### src/pkg/low_power_pkg.sv
// Package for the low-power mode controller: register map, fields, states, timing
package low_power_pkg;
	// Register byte offsets
	localparam logic [7:0] ADDR_CTRL = 8'h00;
	localparam logic [7:0] ADDR_WAKE_PERIOD = 8'h04;
	localparam logic [7:0] ADDR_DIVIDER = 8'h08;
	localparam logic [7:0] ADDR_WAIT_STOP_MASK = 8'h0C;
	localparam logic [7:0] ADDR_STATUS = 8'h10;
	localparam logic [7:0] ADDR_OSC_START = 8'h14;
	// Control register fields
	localparam int CTRL_PSEUDO_STOP = 0;
	localparam int CTRL_FAST_WAKE = 1;
	localparam int CTRL_WAKE_TIMER_EN = 2;
	localparam int CTRL_OSC_ENABLE = 3;
	localparam int CTRL_WIDTH = 4;
	localparam logic [CTRL_WIDTH-1:0] CTRL_RESET = 4'h0;
	// Divider limits
	localparam int DIV_WIDTH = 6;
	localparam logic [DIV_WIDTH-1:0] DIV_MAX = 6'h3E;
	localparam logic [DIV_WIDTH-1:0] DIV_RESET = 6'h01;
	// Wake period reset
	localparam int PERIOD_WIDTH = 16;
	localparam logic [PERIOD_WIDTH-1:0] PERIOD_RESET = 16'hFFFF;
	// Stop-as-nop length
	localparam logic [1:0] NOP_CYCLES = 2'h2;
	// Oscillator start-up time and derived count
	localparam int OSC_START_US = 2000;
	localparam int CLK_MHZ = 200;
	localparam int OSC_START_CYCLES = OSC_START_US * CLK_MHZ;
	localparam int OSC_CNT_WIDTH = 20;
	// Status fields
	localparam int STAT_WIDTH = 8;

	typedef enum logic [2:0] {
		ST_RUN = 3'b000,
		ST_WAIT = 3'b001,
		ST_STOP = 3'b010,
		ST_PSEUDO = 3'b011,
		ST_OSC_START = 3'b100,
		ST_FAST_RUN = 3'b101,
		ST_NOP = 3'b110
	} mode_t;

	typedef enum logic [1:0] {
		RESUME_NEXT = 2'h0,
		RESUME_NMI_VECTOR = 2'h1,
		RESUME_IRQ_VECTOR = 2'h2,
		RESUME_NONE = 2'h3
	} resume_t;

	// CPU instruction strobes and condition flags
	typedef struct packed {
		logic wait_instruction;
		logic stop_instruction;
		logic stop_disable;
		logic nmi_mask;
		logic irq_mask;
		logic user_state;
	} cpu_req_t;

	// Clock and peripheral gating outputs
	typedef struct packed {
		logic osc_run;
		logic osc_low_amplitude;
		logic cpu_clk_en;
		logic bus_clk_en;
		logic real_time_tick_en;
		logic watchdog_timer_en;
		logic fast_clock_sel;
	} clk_ctl_t;
endpackage : low_power_pkg

### src/rtl/low_power_mode_control.sv
// Chip-level power-mode controller with wake timer and bus clock divider
// How it works
// - Full stop gates the crystal oscillator off, stopping all clocked work except the RC-driven wake timer.
// - Optional wake timer ends full stop after a programmed period.
// - Wake timer counts on the RC oscillator, which runs while crystal stops.
// - Pseudo-stop keeps the crystal running at reduced amplitude.
// - Tick and watchdog stay enabled in pseudo-stop.
// - Wait instruction stacks registers then enters wait mode.
// - Each peripheral has a bit choosing stop or run during wait.
// - Peripherals set to stop in wait halt at once, even mid-byte.
// - Pin direction and output level hold unchanged across wait and stop.
// - Bus clock divider may be rewritten at any time.
// - Divider ratio saturates at 62.
// - Stop instruction stacks registers and aborts most module activity.
// - Stop-disable flag set makes stop a two-cycle no-operation.
// - Stop is ignored in user state.
// - External reset restarts from stop through the normal reset path.
// - Nonmaskable wake with mask set resumes after stop, no vector.
// - Nonmaskable wake with mask clear resumes at its service routine.
// - Maskable wake needs mask clear and the source enabled.
// - Nonmaskable pin is level-sensitive and wakes even when disabled.
// - Pseudo-stop select, sampled at stop, picks pseudo-stop or full stop.
// - Default wake restarts oscillator and runs after start-up completes.
// - Fast-wake select resumes at once on the low-speed PLL clock.
// - Wait stops the CPU and mask-selected peripherals; clock chain keeps running.
//
// Our own choices: the address map and the APB slave port.
module low_power_mode_control
	import low_power_pkg::*;
#(
	parameter int NUM_PERIPH = 8,
	parameter int OSC_START = OSC_START_CYCLES
) (
	input wire logic clk_sys,
	input wire logic sys_rst,
	input wire logic rc_tick,
	input wire logic nonmaskable_interrupt_pin,
	input wire logic irq_pin,
	input wire logic [NUM_PERIPH-1:0] periph_irq,
	input wire logic [NUM_PERIPH-1:0] periph_irq_en,
	input wire logic irq_pin_en,
	input wire low_power_pkg::cpu_req_t cpu_req,
	input wire logic [NUM_PERIPH-1:0] gpio_dir_in,
	input wire logic [NUM_PERIPH-1:0] gpio_out_in,
	input wire logic psel,
	input wire logic penable,
	input wire logic pwrite,
	input wire logic [7:0] paddr,
	input wire logic [31:0] pwdata,
	output logic [31:0] prdata,
	output logic pready,
	output logic pslverr,
	output low_power_pkg::clk_ctl_t clk_ctl,
	output logic [NUM_PERIPH-1:0] periph_halt,
	output logic stack_regs,
	output logic [DIV_WIDTH-1:0] pll_output_divider,
	output logic [NUM_PERIPH-1:0] gpio_dir,
	output logic [NUM_PERIPH-1:0] gpio_out,
	output low_power_pkg::resume_t resume_kind,
	output logic resume_strobe,
	output low_power_pkg::mode_t mode
);
	import low_power_pkg::*;

	logic [CTRL_WIDTH-1:0] ctrl;
	logic [PERIOD_WIDTH-1:0] wake_period;
	logic [NUM_PERIPH-1:0] wait_stop_mask;
	logic [PERIOD_WIDTH-1:0] wake_count;
	logic [OSC_CNT_WIDTH-1:0] osc_count;
	logic [1:0] nop_count;
	logic wake_timer_hit;
	logic [2:0] rc_sync;
	logic [1:0] nmi_sync;
	logic [1:0] irq_sync;
	logic nmi_level;
	logic irq_level;
	logic rc_edge;
	logic maskable_wake;
	logic stop_allowed;
	logic stopped;
	logic pseudo_latched;
	logic [STAT_WIDTH-1:0] status_word;
	logic wr_en;
	logic rd_en;
	logic addr_ok;
	mode_t next_mode;

	// Two-flop synchronisers for pins; RC edge from third stage
	always_ff @(posedge clk_sys) begin
		if (sys_rst) begin
			rc_sync <= 3'h0;
			nmi_sync <= 2'h0;
			irq_sync <= 2'h0;
		end else begin
			rc_sync <= {rc_sync[1:0], rc_tick};
			nmi_sync <= {nmi_sync[0], nonmaskable_interrupt_pin};
			irq_sync <= {irq_sync[0], irq_pin};
		end
	end
	assign nmi_level = nmi_sync[1];
	assign irq_level = irq_sync[1];
	assign rc_edge = rc_sync[1] & ~rc_sync[2];

	// Wake decisions
	assign maskable_wake = ~cpu_req.irq_mask & ((irq_level & irq_pin_en) | (|(periph_irq & periph_irq_en)));
	assign stop_allowed = ~cpu_req.stop_disable & ~cpu_req.user_state;
	assign stopped = (mode == ST_STOP) | (mode == ST_PSEUDO);

	// APB decode: zero wait states, error on unmapped address
	assign wr_en = psel & penable & pwrite;
	assign rd_en = psel & ~penable & ~pwrite;
	assign pready = 1'b1;
	always_comb begin
		case (paddr)
			ADDR_CTRL, ADDR_WAKE_PERIOD, ADDR_DIVIDER,
			ADDR_WAIT_STOP_MASK, ADDR_STATUS, ADDR_OSC_START: addr_ok = 1'b1;
			default: addr_ok = 1'b0;
		endcase
	end
	assign pslverr = psel & penable & ~addr_ok;

	// Control register writes
	always_ff @(posedge clk_sys) begin
		if (sys_rst) begin
			ctrl <= CTRL_RESET;
			wake_period <= PERIOD_RESET;
			wait_stop_mask <= '0;
		end else if (wr_en) begin
			if (paddr == ADDR_CTRL)
				ctrl <= pwdata[CTRL_WIDTH-1:0];
			if (paddr == ADDR_WAKE_PERIOD)
				wake_period <= pwdata[PERIOD_WIDTH-1:0];
			if (paddr == ADDR_WAIT_STOP_MASK)
				wait_stop_mask <= pwdata[NUM_PERIPH-1:0];
		end
	end

	// Divider: writable any time, clamped to the top ratio, zero treated as one
	always_ff @(posedge clk_sys) begin
		if (sys_rst) begin
			pll_output_divider <= DIV_RESET;
		end else if (wr_en && paddr == ADDR_DIVIDER) begin
			if (pwdata[31:DIV_WIDTH] != '0 || pwdata[DIV_WIDTH-1:0] > DIV_MAX)
				pll_output_divider <= DIV_MAX;
			else if (pwdata[DIV_WIDTH-1:0] == '0)
				pll_output_divider <= DIV_RESET;
			else
				pll_output_divider <= pwdata[DIV_WIDTH-1:0];
		end
	end

	// Status view of the block's own state
	assign status_word = {nmi_level, irq_level, pseudo_latched, wake_timer_hit, 1'b0, mode};

	// Read data registered in setup phase so it is stable in access phase
	always_ff @(posedge clk_sys) begin
		if (sys_rst) begin
			prdata <= '0;
		end else if (rd_en) begin
			case (paddr)
				ADDR_CTRL: prdata <= {{(32-CTRL_WIDTH){1'b0}}, ctrl};
				ADDR_WAKE_PERIOD: prdata <= {{(32-PERIOD_WIDTH){1'b0}}, wake_period};
				ADDR_DIVIDER: prdata <= {{(32-DIV_WIDTH){1'b0}}, pll_output_divider};
				ADDR_WAIT_STOP_MASK: prdata <= {{(32-NUM_PERIPH){1'b0}}, wait_stop_mask};
				ADDR_STATUS: prdata <= {{(32-STAT_WIDTH){1'b0}}, status_word};
				ADDR_OSC_START: prdata <= {{(32-OSC_CNT_WIDTH){1'b0}}, osc_count};
				default: prdata <= '0;
			endcase
		end
	end

	// Wake timer counts RC edges only while in full stop
	always_ff @(posedge clk_sys) begin
		if (sys_rst) begin
			wake_count <= '0;
			wake_timer_hit <= 1'b0;
		end else if (mode == ST_STOP && ctrl[CTRL_WAKE_TIMER_EN]) begin
			if (rc_edge) begin
				if (wake_count >= wake_period) begin
					wake_count <= '0;
					wake_timer_hit <= 1'b1;
				end else begin
					wake_count <= wake_count + 1'b1;
				end
			end
		end else begin
			wake_count <= '0;
			wake_timer_hit <= 1'b0;
		end
	end

	// Mode sequencing
	always_comb begin
		next_mode = mode;
		case (mode)
			ST_RUN, ST_FAST_RUN: begin
				if (cpu_req.stop_instruction && stop_allowed)
					next_mode = ctrl[CTRL_PSEUDO_STOP] ? ST_PSEUDO : ST_STOP;
				else if (cpu_req.stop_instruction)
					next_mode = ST_NOP;
				else if (cpu_req.wait_instruction)
					next_mode = ST_WAIT;
				else if (mode == ST_FAST_RUN && ctrl[CTRL_OSC_ENABLE])
					next_mode = ST_OSC_START;
			end
			ST_NOP:
				if (nop_count == '0)
					next_mode = ST_RUN;
			ST_WAIT:
				if (nmi_level || maskable_wake)
					next_mode = ST_RUN;
			ST_STOP, ST_PSEUDO:
				if (nmi_level || maskable_wake || wake_timer_hit)
					next_mode = ctrl[CTRL_FAST_WAKE] ? ST_FAST_RUN : ST_OSC_START;
			ST_OSC_START:
				if (osc_count == '0)
					next_mode = ST_RUN;
			default: next_mode = ST_RUN;
		endcase
	end

	// Mode register; external reset returns here from any state
	always_ff @(posedge clk_sys) begin
		if (sys_rst)
			mode <= ST_RUN;
		else
			mode <= next_mode;
	end

	// Pseudo-stop choice held for the wake path
	always_ff @(posedge clk_sys) begin
		if (sys_rst)
			pseudo_latched <= 1'b0;
		else if (next_mode == ST_PSEUDO && mode != ST_PSEUDO)
			pseudo_latched <= 1'b1;
		else if (next_mode == ST_STOP && mode != ST_STOP)
			pseudo_latched <= 1'b0;
	end

	// Ignored stop burns a fixed two cycles
	always_ff @(posedge clk_sys) begin
		if (sys_rst)
			nop_count <= '0;
		else if (next_mode == ST_NOP && mode != ST_NOP)
			nop_count <= NOP_CYCLES - 2'h1;
		else if (nop_count != '0)
			nop_count <= nop_count - 2'h1;
	end

	// Oscillator start-up; pseudo-stop skips most since crystal kept running
	always_ff @(posedge clk_sys) begin
		if (sys_rst)
			osc_count <= '0;
		else if (next_mode == ST_OSC_START && mode != ST_OSC_START)
			osc_count <= pseudo_latched ? OSC_CNT_WIDTH'(1) : OSC_CNT_WIDTH'(OSC_START - 1);
		else if (mode == ST_OSC_START && osc_count != '0)
			osc_count <= osc_count - 1'b1;
	end

	// Stacking pulse on any real wait or stop entry
	always_ff @(posedge clk_sys) begin
		if (sys_rst)
			stack_regs <= 1'b0;
		else
			stack_regs <= (mode == ST_RUN || mode == ST_FAST_RUN) &&
				(next_mode == ST_WAIT || next_mode == ST_STOP || next_mode == ST_PSEUDO);
	end

	// Resume kind reported as wait or stop is left, ahead of any oscillator start-up
	always_ff @(posedge clk_sys) begin
		if (sys_rst) begin
			resume_kind <= RESUME_NONE;
			resume_strobe <= 1'b0;
		end else if ((mode == ST_WAIT || stopped) && next_mode != mode) begin
			resume_strobe <= 1'b1;
			if (nmi_level)
				resume_kind <= cpu_req.nmi_mask ? RESUME_NEXT : RESUME_NMI_VECTOR;
			else if (maskable_wake)
				resume_kind <= RESUME_IRQ_VECTOR;
			else
				resume_kind <= RESUME_NEXT;
		end else begin
			resume_strobe <= 1'b0;
		end
	end

	// Clock gating and peripheral halts, registered; wake lifts them before fetch
	always_ff @(posedge clk_sys) begin
		if (sys_rst) begin
			clk_ctl <= '{osc_run: 1'b1, osc_low_amplitude: 1'b0, cpu_clk_en: 1'b1, bus_clk_en: 1'b1,
				real_time_tick_en: 1'b1, watchdog_timer_en: 1'b1, fast_clock_sel: 1'b0};
			periph_halt <= '0;
		end else begin
			clk_ctl.osc_run <= (next_mode != ST_STOP) && (next_mode != ST_FAST_RUN);
			clk_ctl.osc_low_amplitude <= next_mode == ST_PSEUDO;
			clk_ctl.cpu_clk_en <= (next_mode == ST_RUN) || (next_mode == ST_FAST_RUN) || (next_mode == ST_NOP);
			clk_ctl.bus_clk_en <= (next_mode != ST_STOP) && (next_mode != ST_PSEUDO) &&
				(next_mode != ST_OSC_START);
			clk_ctl.real_time_tick_en <= (next_mode != ST_STOP) && (next_mode != ST_OSC_START);
			clk_ctl.watchdog_timer_en <= (next_mode != ST_STOP) && (next_mode != ST_OSC_START);
			clk_ctl.fast_clock_sel <= next_mode == ST_FAST_RUN;
			if (next_mode == ST_STOP || next_mode == ST_PSEUDO)
				periph_halt <= '1;
			else if (next_mode == ST_WAIT)
				periph_halt <= wait_stop_mask;
			else
				periph_halt <= '0;
		end
	end

	// Pins follow the CPU only while it runs, so they freeze in wait and stop
	always_ff @(posedge clk_sys) begin
		if (sys_rst) begin
			gpio_dir <= '0;
			gpio_out <= '0;
		end else if (mode == ST_RUN || mode == ST_FAST_RUN || mode == ST_NOP) begin
			gpio_dir <= gpio_dir_in;
			gpio_out <= gpio_out_in;
		end
	end
endmodule : low_power_mode_control

### config.mk
export PLATFORM = sky130hd
export DESIGN_NAME = low_power_mode_control
export DESIGN_NICKNAME = d
export VERILOG_FILES = /design/src/pkg/low_power_pkg.sv /design/src/rtl/low_power_mode_control.sv
export SDC_FILE = /design/constraint.sdc
export NUM_CORES = 1
export LEC_CHECK = 0
export BUFFER_PORTS_ARGS = -buffer_cell sky130_fd_sc_hd__buf_2
export CAP_MARGIN = 20
export CORE_MARGIN = 2
export CORE_UTILIZATION = 45
export DETAILED_ROUTE_END_ITERATION = 10
export PLACE_DENSITY = 0.69
export RECOVER_POWER = 100
export SLEW_MARGIN = 20
export SYNTH_ARGS = -nofsm -noshare
export SYNTH_HDL_FRONTEND = slang
export SYNTH_SLANG_ARGS = --single-unit
### constraint.sdc
create_clock -name clk_sys -period 6.25 [get_ports clk_sys]
set_input_delay 1.25 -clock clk_sys [delete_from_list [all_inputs] [get_ports clk_sys]]
set_output_delay 1.25 -clock clk_sys [all_outputs]
set_load 0.01 [all_outputs]
==> out/metrics.yaml <==
outcome:
  outcome: "finished with violations"
  failed_checks: "max-capacitance violations, max-slew violations"
timing:
  report.final.slew_viol_count: 83
  final.setup.worst_slack_ps: 1720
  finalSetupTns_ps: 0
  timing.clock.skew_ps: 9.88
  max_slew.worst_pin.slew_ps: 2130
  slew_headroom: -0.418
  final-setup-viol-count: 0
  fmax_ghz: 0.221
  min_period_ps: 4530
  layout_worst_path_cycle_share: 0.724
  rsz0062_at_grt: "no"
  hold_viol_final: 0
detailed_routing:
  route.vias.total: 6340
  first_iter_violations: 592
  post-route-drc-count: 0
  finalWirelength_um: 19000
  routed_wl_per_cell_um: 17.0
  route.antenna.remaining_nets: 0
  avgViaCountPerCell: 5.67
  number_of_detailed_route_iterations_in_the_first_pass: 7
power_and_ir_drop:
  peakVddDrop_mv: 0.233
  totalPowerFinal_mw: 3.19
  leakage_nw: 3.37
  power-per-cell-area_mw_per_mm2: 391
global_routing:
  number_of_global_route_vias_before_repair: 5776
  groute.usage.overall: 0.237
  grt_antenna_before_repair: 0
  grt_max_degree: 56
  grt_first_pass_wirelength_um: 30400
  grt_overflow: 0
critical_path:
  worst-path-buf-inv: 4
  cp-start-kind: "input pin"
  cp_data_arrival_time_ps: 4820
  worst-r2r-cell-count: 6
  ff2ff_setup_slack_ps: 2760
  worstPathMaxFanout: 48
  critPathKind: "in2reg"
  timing.rr.start: "mode[2]"
  critical_path_required_ps: 6550
  worstPathCellList: "clkbuf_1 > inv_1 > clkbuf_1 > and3_1 > o211ai_1 > clkbuf_1 > nor2_1"
  cell_with_the_most_instances_on_the_worst_path: "sky130_fd_sc_hd__clkbuf_1"
  reg2reg_to: "osc_count[18]"
  kind_of_cell_with_the_highest_combined_delay_on_the_critical_path: "buffers and inverters"
  worst_path_max_delay_cell: "sky130_fd_sc_hd__clkbuf_1"
  critical-path-max-stage-delay_ps: 1490
  setup_crit_end_kind: "register"
logic_synthesis:
  number_of_standard_cells_after_synthesis: 786
  post_synth_main_area_contributors: "sky130_fd_sc_hd__dfxtp_1 40%, sky130_fd_sc_hd__mux2i_1 6.0%, sky130_fd_sc_hd__nor2_1 5.4%"
  synth_top_cell_area_share: 0.403
  yosys_warnings: 0
  post_synth_instance_area_mm2: 0.00686
  avgSynthCellArea_um2: 8.73
  synthDistinctLibCells: 71
  synth-seq-cells: 138
  synth_top_cell_by_area: "sky130_fd_sc_hd__dfxtp_1"
  async_flop_share: 0
  synth_flop_cell: "sky130_fd_sc_hd__dfxtp_1"
  synth_enable_flop_cells: 0
  ys_seq_area_frac: 0.403
cts:
  cts_hold_repair.buffers: 0
  clock-root-buffer: "sky130_fd_sc_hd__clkbuf_16"
  clock_insertion_delay_worst_skew_ps: 430
  clk_pin_slew_ps: 60
  post_cts_resize_count: 0
  tritoncts_clock_tree: "done"
  clock_path_buffers: 2
  numCtsBuffers: 17
  cts_setup_buffers: 0
  h-tree-depth: 4
  clkSinkCount: 138
min_path:
  hold_path_startpoint: "nmi_sync[0]"
  hold_path_depth: 1
  holdPathEnd: "nmi_sync[1]"
  min_delay_worst_type: "reg2reg"
layout:
  area_growth_pct: 19.0
  num_antenna_cells: 0
  mostFrequentLayoutCells: "138 x sky130_fd_sc_hd__dfxtp_1, 98 x sky130_fd_sc_hd__nor2_1, 84 x sky130_fd_sc_hd__buf_2"
  layout_commonest_cell: "sky130_fd_sc_hd__dfxtp_1"
  post_route_cells_drive_above_1_share: 0.147
  final_cell_area_mm2: 0.00816
  design.final.nets: 1024
  final-instance-count-excl-fill: 1119
place:
  placed_area_mm2: 0.00768
  place_congestion: 0.922
  dpl.cell_count: 1087
  place.port_buffers: 151
  hpwlAfterDp_um: 13700
  dp_slack_ps: 2340
floorplanning:
  dieHeight_um: 127
  row_count: 45
  design.portCount: 165
  dieArea_mm2: 0.0162
  core-area_mm2: 0.0150
  floorplan.initialDensity: 0.456
  floorplan.die.width_um: 127
run:
  cap_viol_max_count: 2
==> routing by layer <==
layer | wire length, µm | vias to the layer above | track usage
met5 | 0 | - | 0
met3 | 1220 | 20 | 0.0477
met2 | 9200 | 213 | 0.393
li1 | - | 3102 | -
met4 | 267 | 0 | 0.0666
met1 | 8330 | 3005 | 0.315
==> synth_stat cells, drive strengths merged (5+ instances only) <==
| cell | count |
|---|---|
| nor2b | 20 |
| mux2i | 41 |
| nor3 | 18 |
| a22oi | 15 |
| buf | 25 |
| nand3 | 21 |
| o41ai | 8 |
| a21o | 12 |
| a21oi | 40 |
| and4 | 5 |
| ha | 19 |
| a31oi | 9 |
| nor4 | 12 |
| a211oi | 10 |
| nand2 | 62 |
| inv | 31 |
| o221a | 5 |
| o21ai | 26 |
| xnor2 | 5 |
| nor2 | 99 |
| o211ai | 16 |
| clkbuf | 32 |
| xor2 | 16 |
| nand4 | 9 |
| a311oi | 5 |
| dfxtp | 138 |
| o31ai | 10 |
| nand2b | 5 |
| nand4b | 9 |
==> cell type report <==
class | instances | area, µm²
Clock buffer | 21 | 480
Sequential cell | 138 | 2760
Fill cell | 1500 | 6870
Timing Repair Buffer | 159 | 721
Multi-Input combinational cell | 571 | 3710
Clock inverter | 11 | 141
Inverter | 31 | 116
Tap cell | 188 | 235
==> worst max path at each step <==
stage	from	endpoint	slack, ps	cells after the start
2_1_floorplan	irq_pin_en	osc_count[12]	3090	7
3_3_place_gp	irq_pin_en	osc_count[18]	2430	7
3_5_place_dp	irq_pin_en	osc_count[18]	2340	7
5_1_grt	sys_rst	wake_count[10]	1350	7
6_report	sys_rst	wake_count[6]	1720	7
4_1_cts	paddr[1]	pslverr	2650	5
==> report_power, final <==
part / total [mW] / switching [mW] / internal (mW)
registers: 1.15 / 0.143 / 1.00
clock network: 1.06 / 0.387 / 0.668
logic: 0.993 / 0.625 / 0.368
==> sequential cells by signal, summed over array words and instances, names as in the netlist <==
register            cells
irq_sync                2
nop_count               2
nmi_sync                2
pseudo_latched          1
pll_output_divider      6
prdata                 20
wait_stop_mask          8
gpio_out                8
ctrl                    4
stack_regs              1
osc_count              20
rc_sync                 3
resume_strobe           1
wake_count             16
mode                    3
periph_halt             8
gpio_dir                8
clk_ctl                 6
wake_period            16
wake_timer_hit          1
resume_kind             2
==> cell families (layout without fill, tap and decap cells) <==
kind of cell             Yosys count  after routing  synth area share
flip-flops                       138            138             0.403
multiplexers                      41             41            0.0598
buffers and inverters             88            222            0.0576
other                              2             13           0.00109
AND/OR/NAND/NOR                  283            283             0.209
XOR/XNOR                          21             21            0.0268
adder cells (fa/ha/maj)           19             19            0.0347
AO/OA/AOI/OAI                    194            194             0.208
==> per-stage QoR <==
step                utilization  hold WS [ps]
finish                    0.543           434
global route              0.543           454
CTS                       0.552           436
detailed placement        0.511           429
global placement          0.511           420
floorplan                     -           414
(Power assumes the default switching activity.)
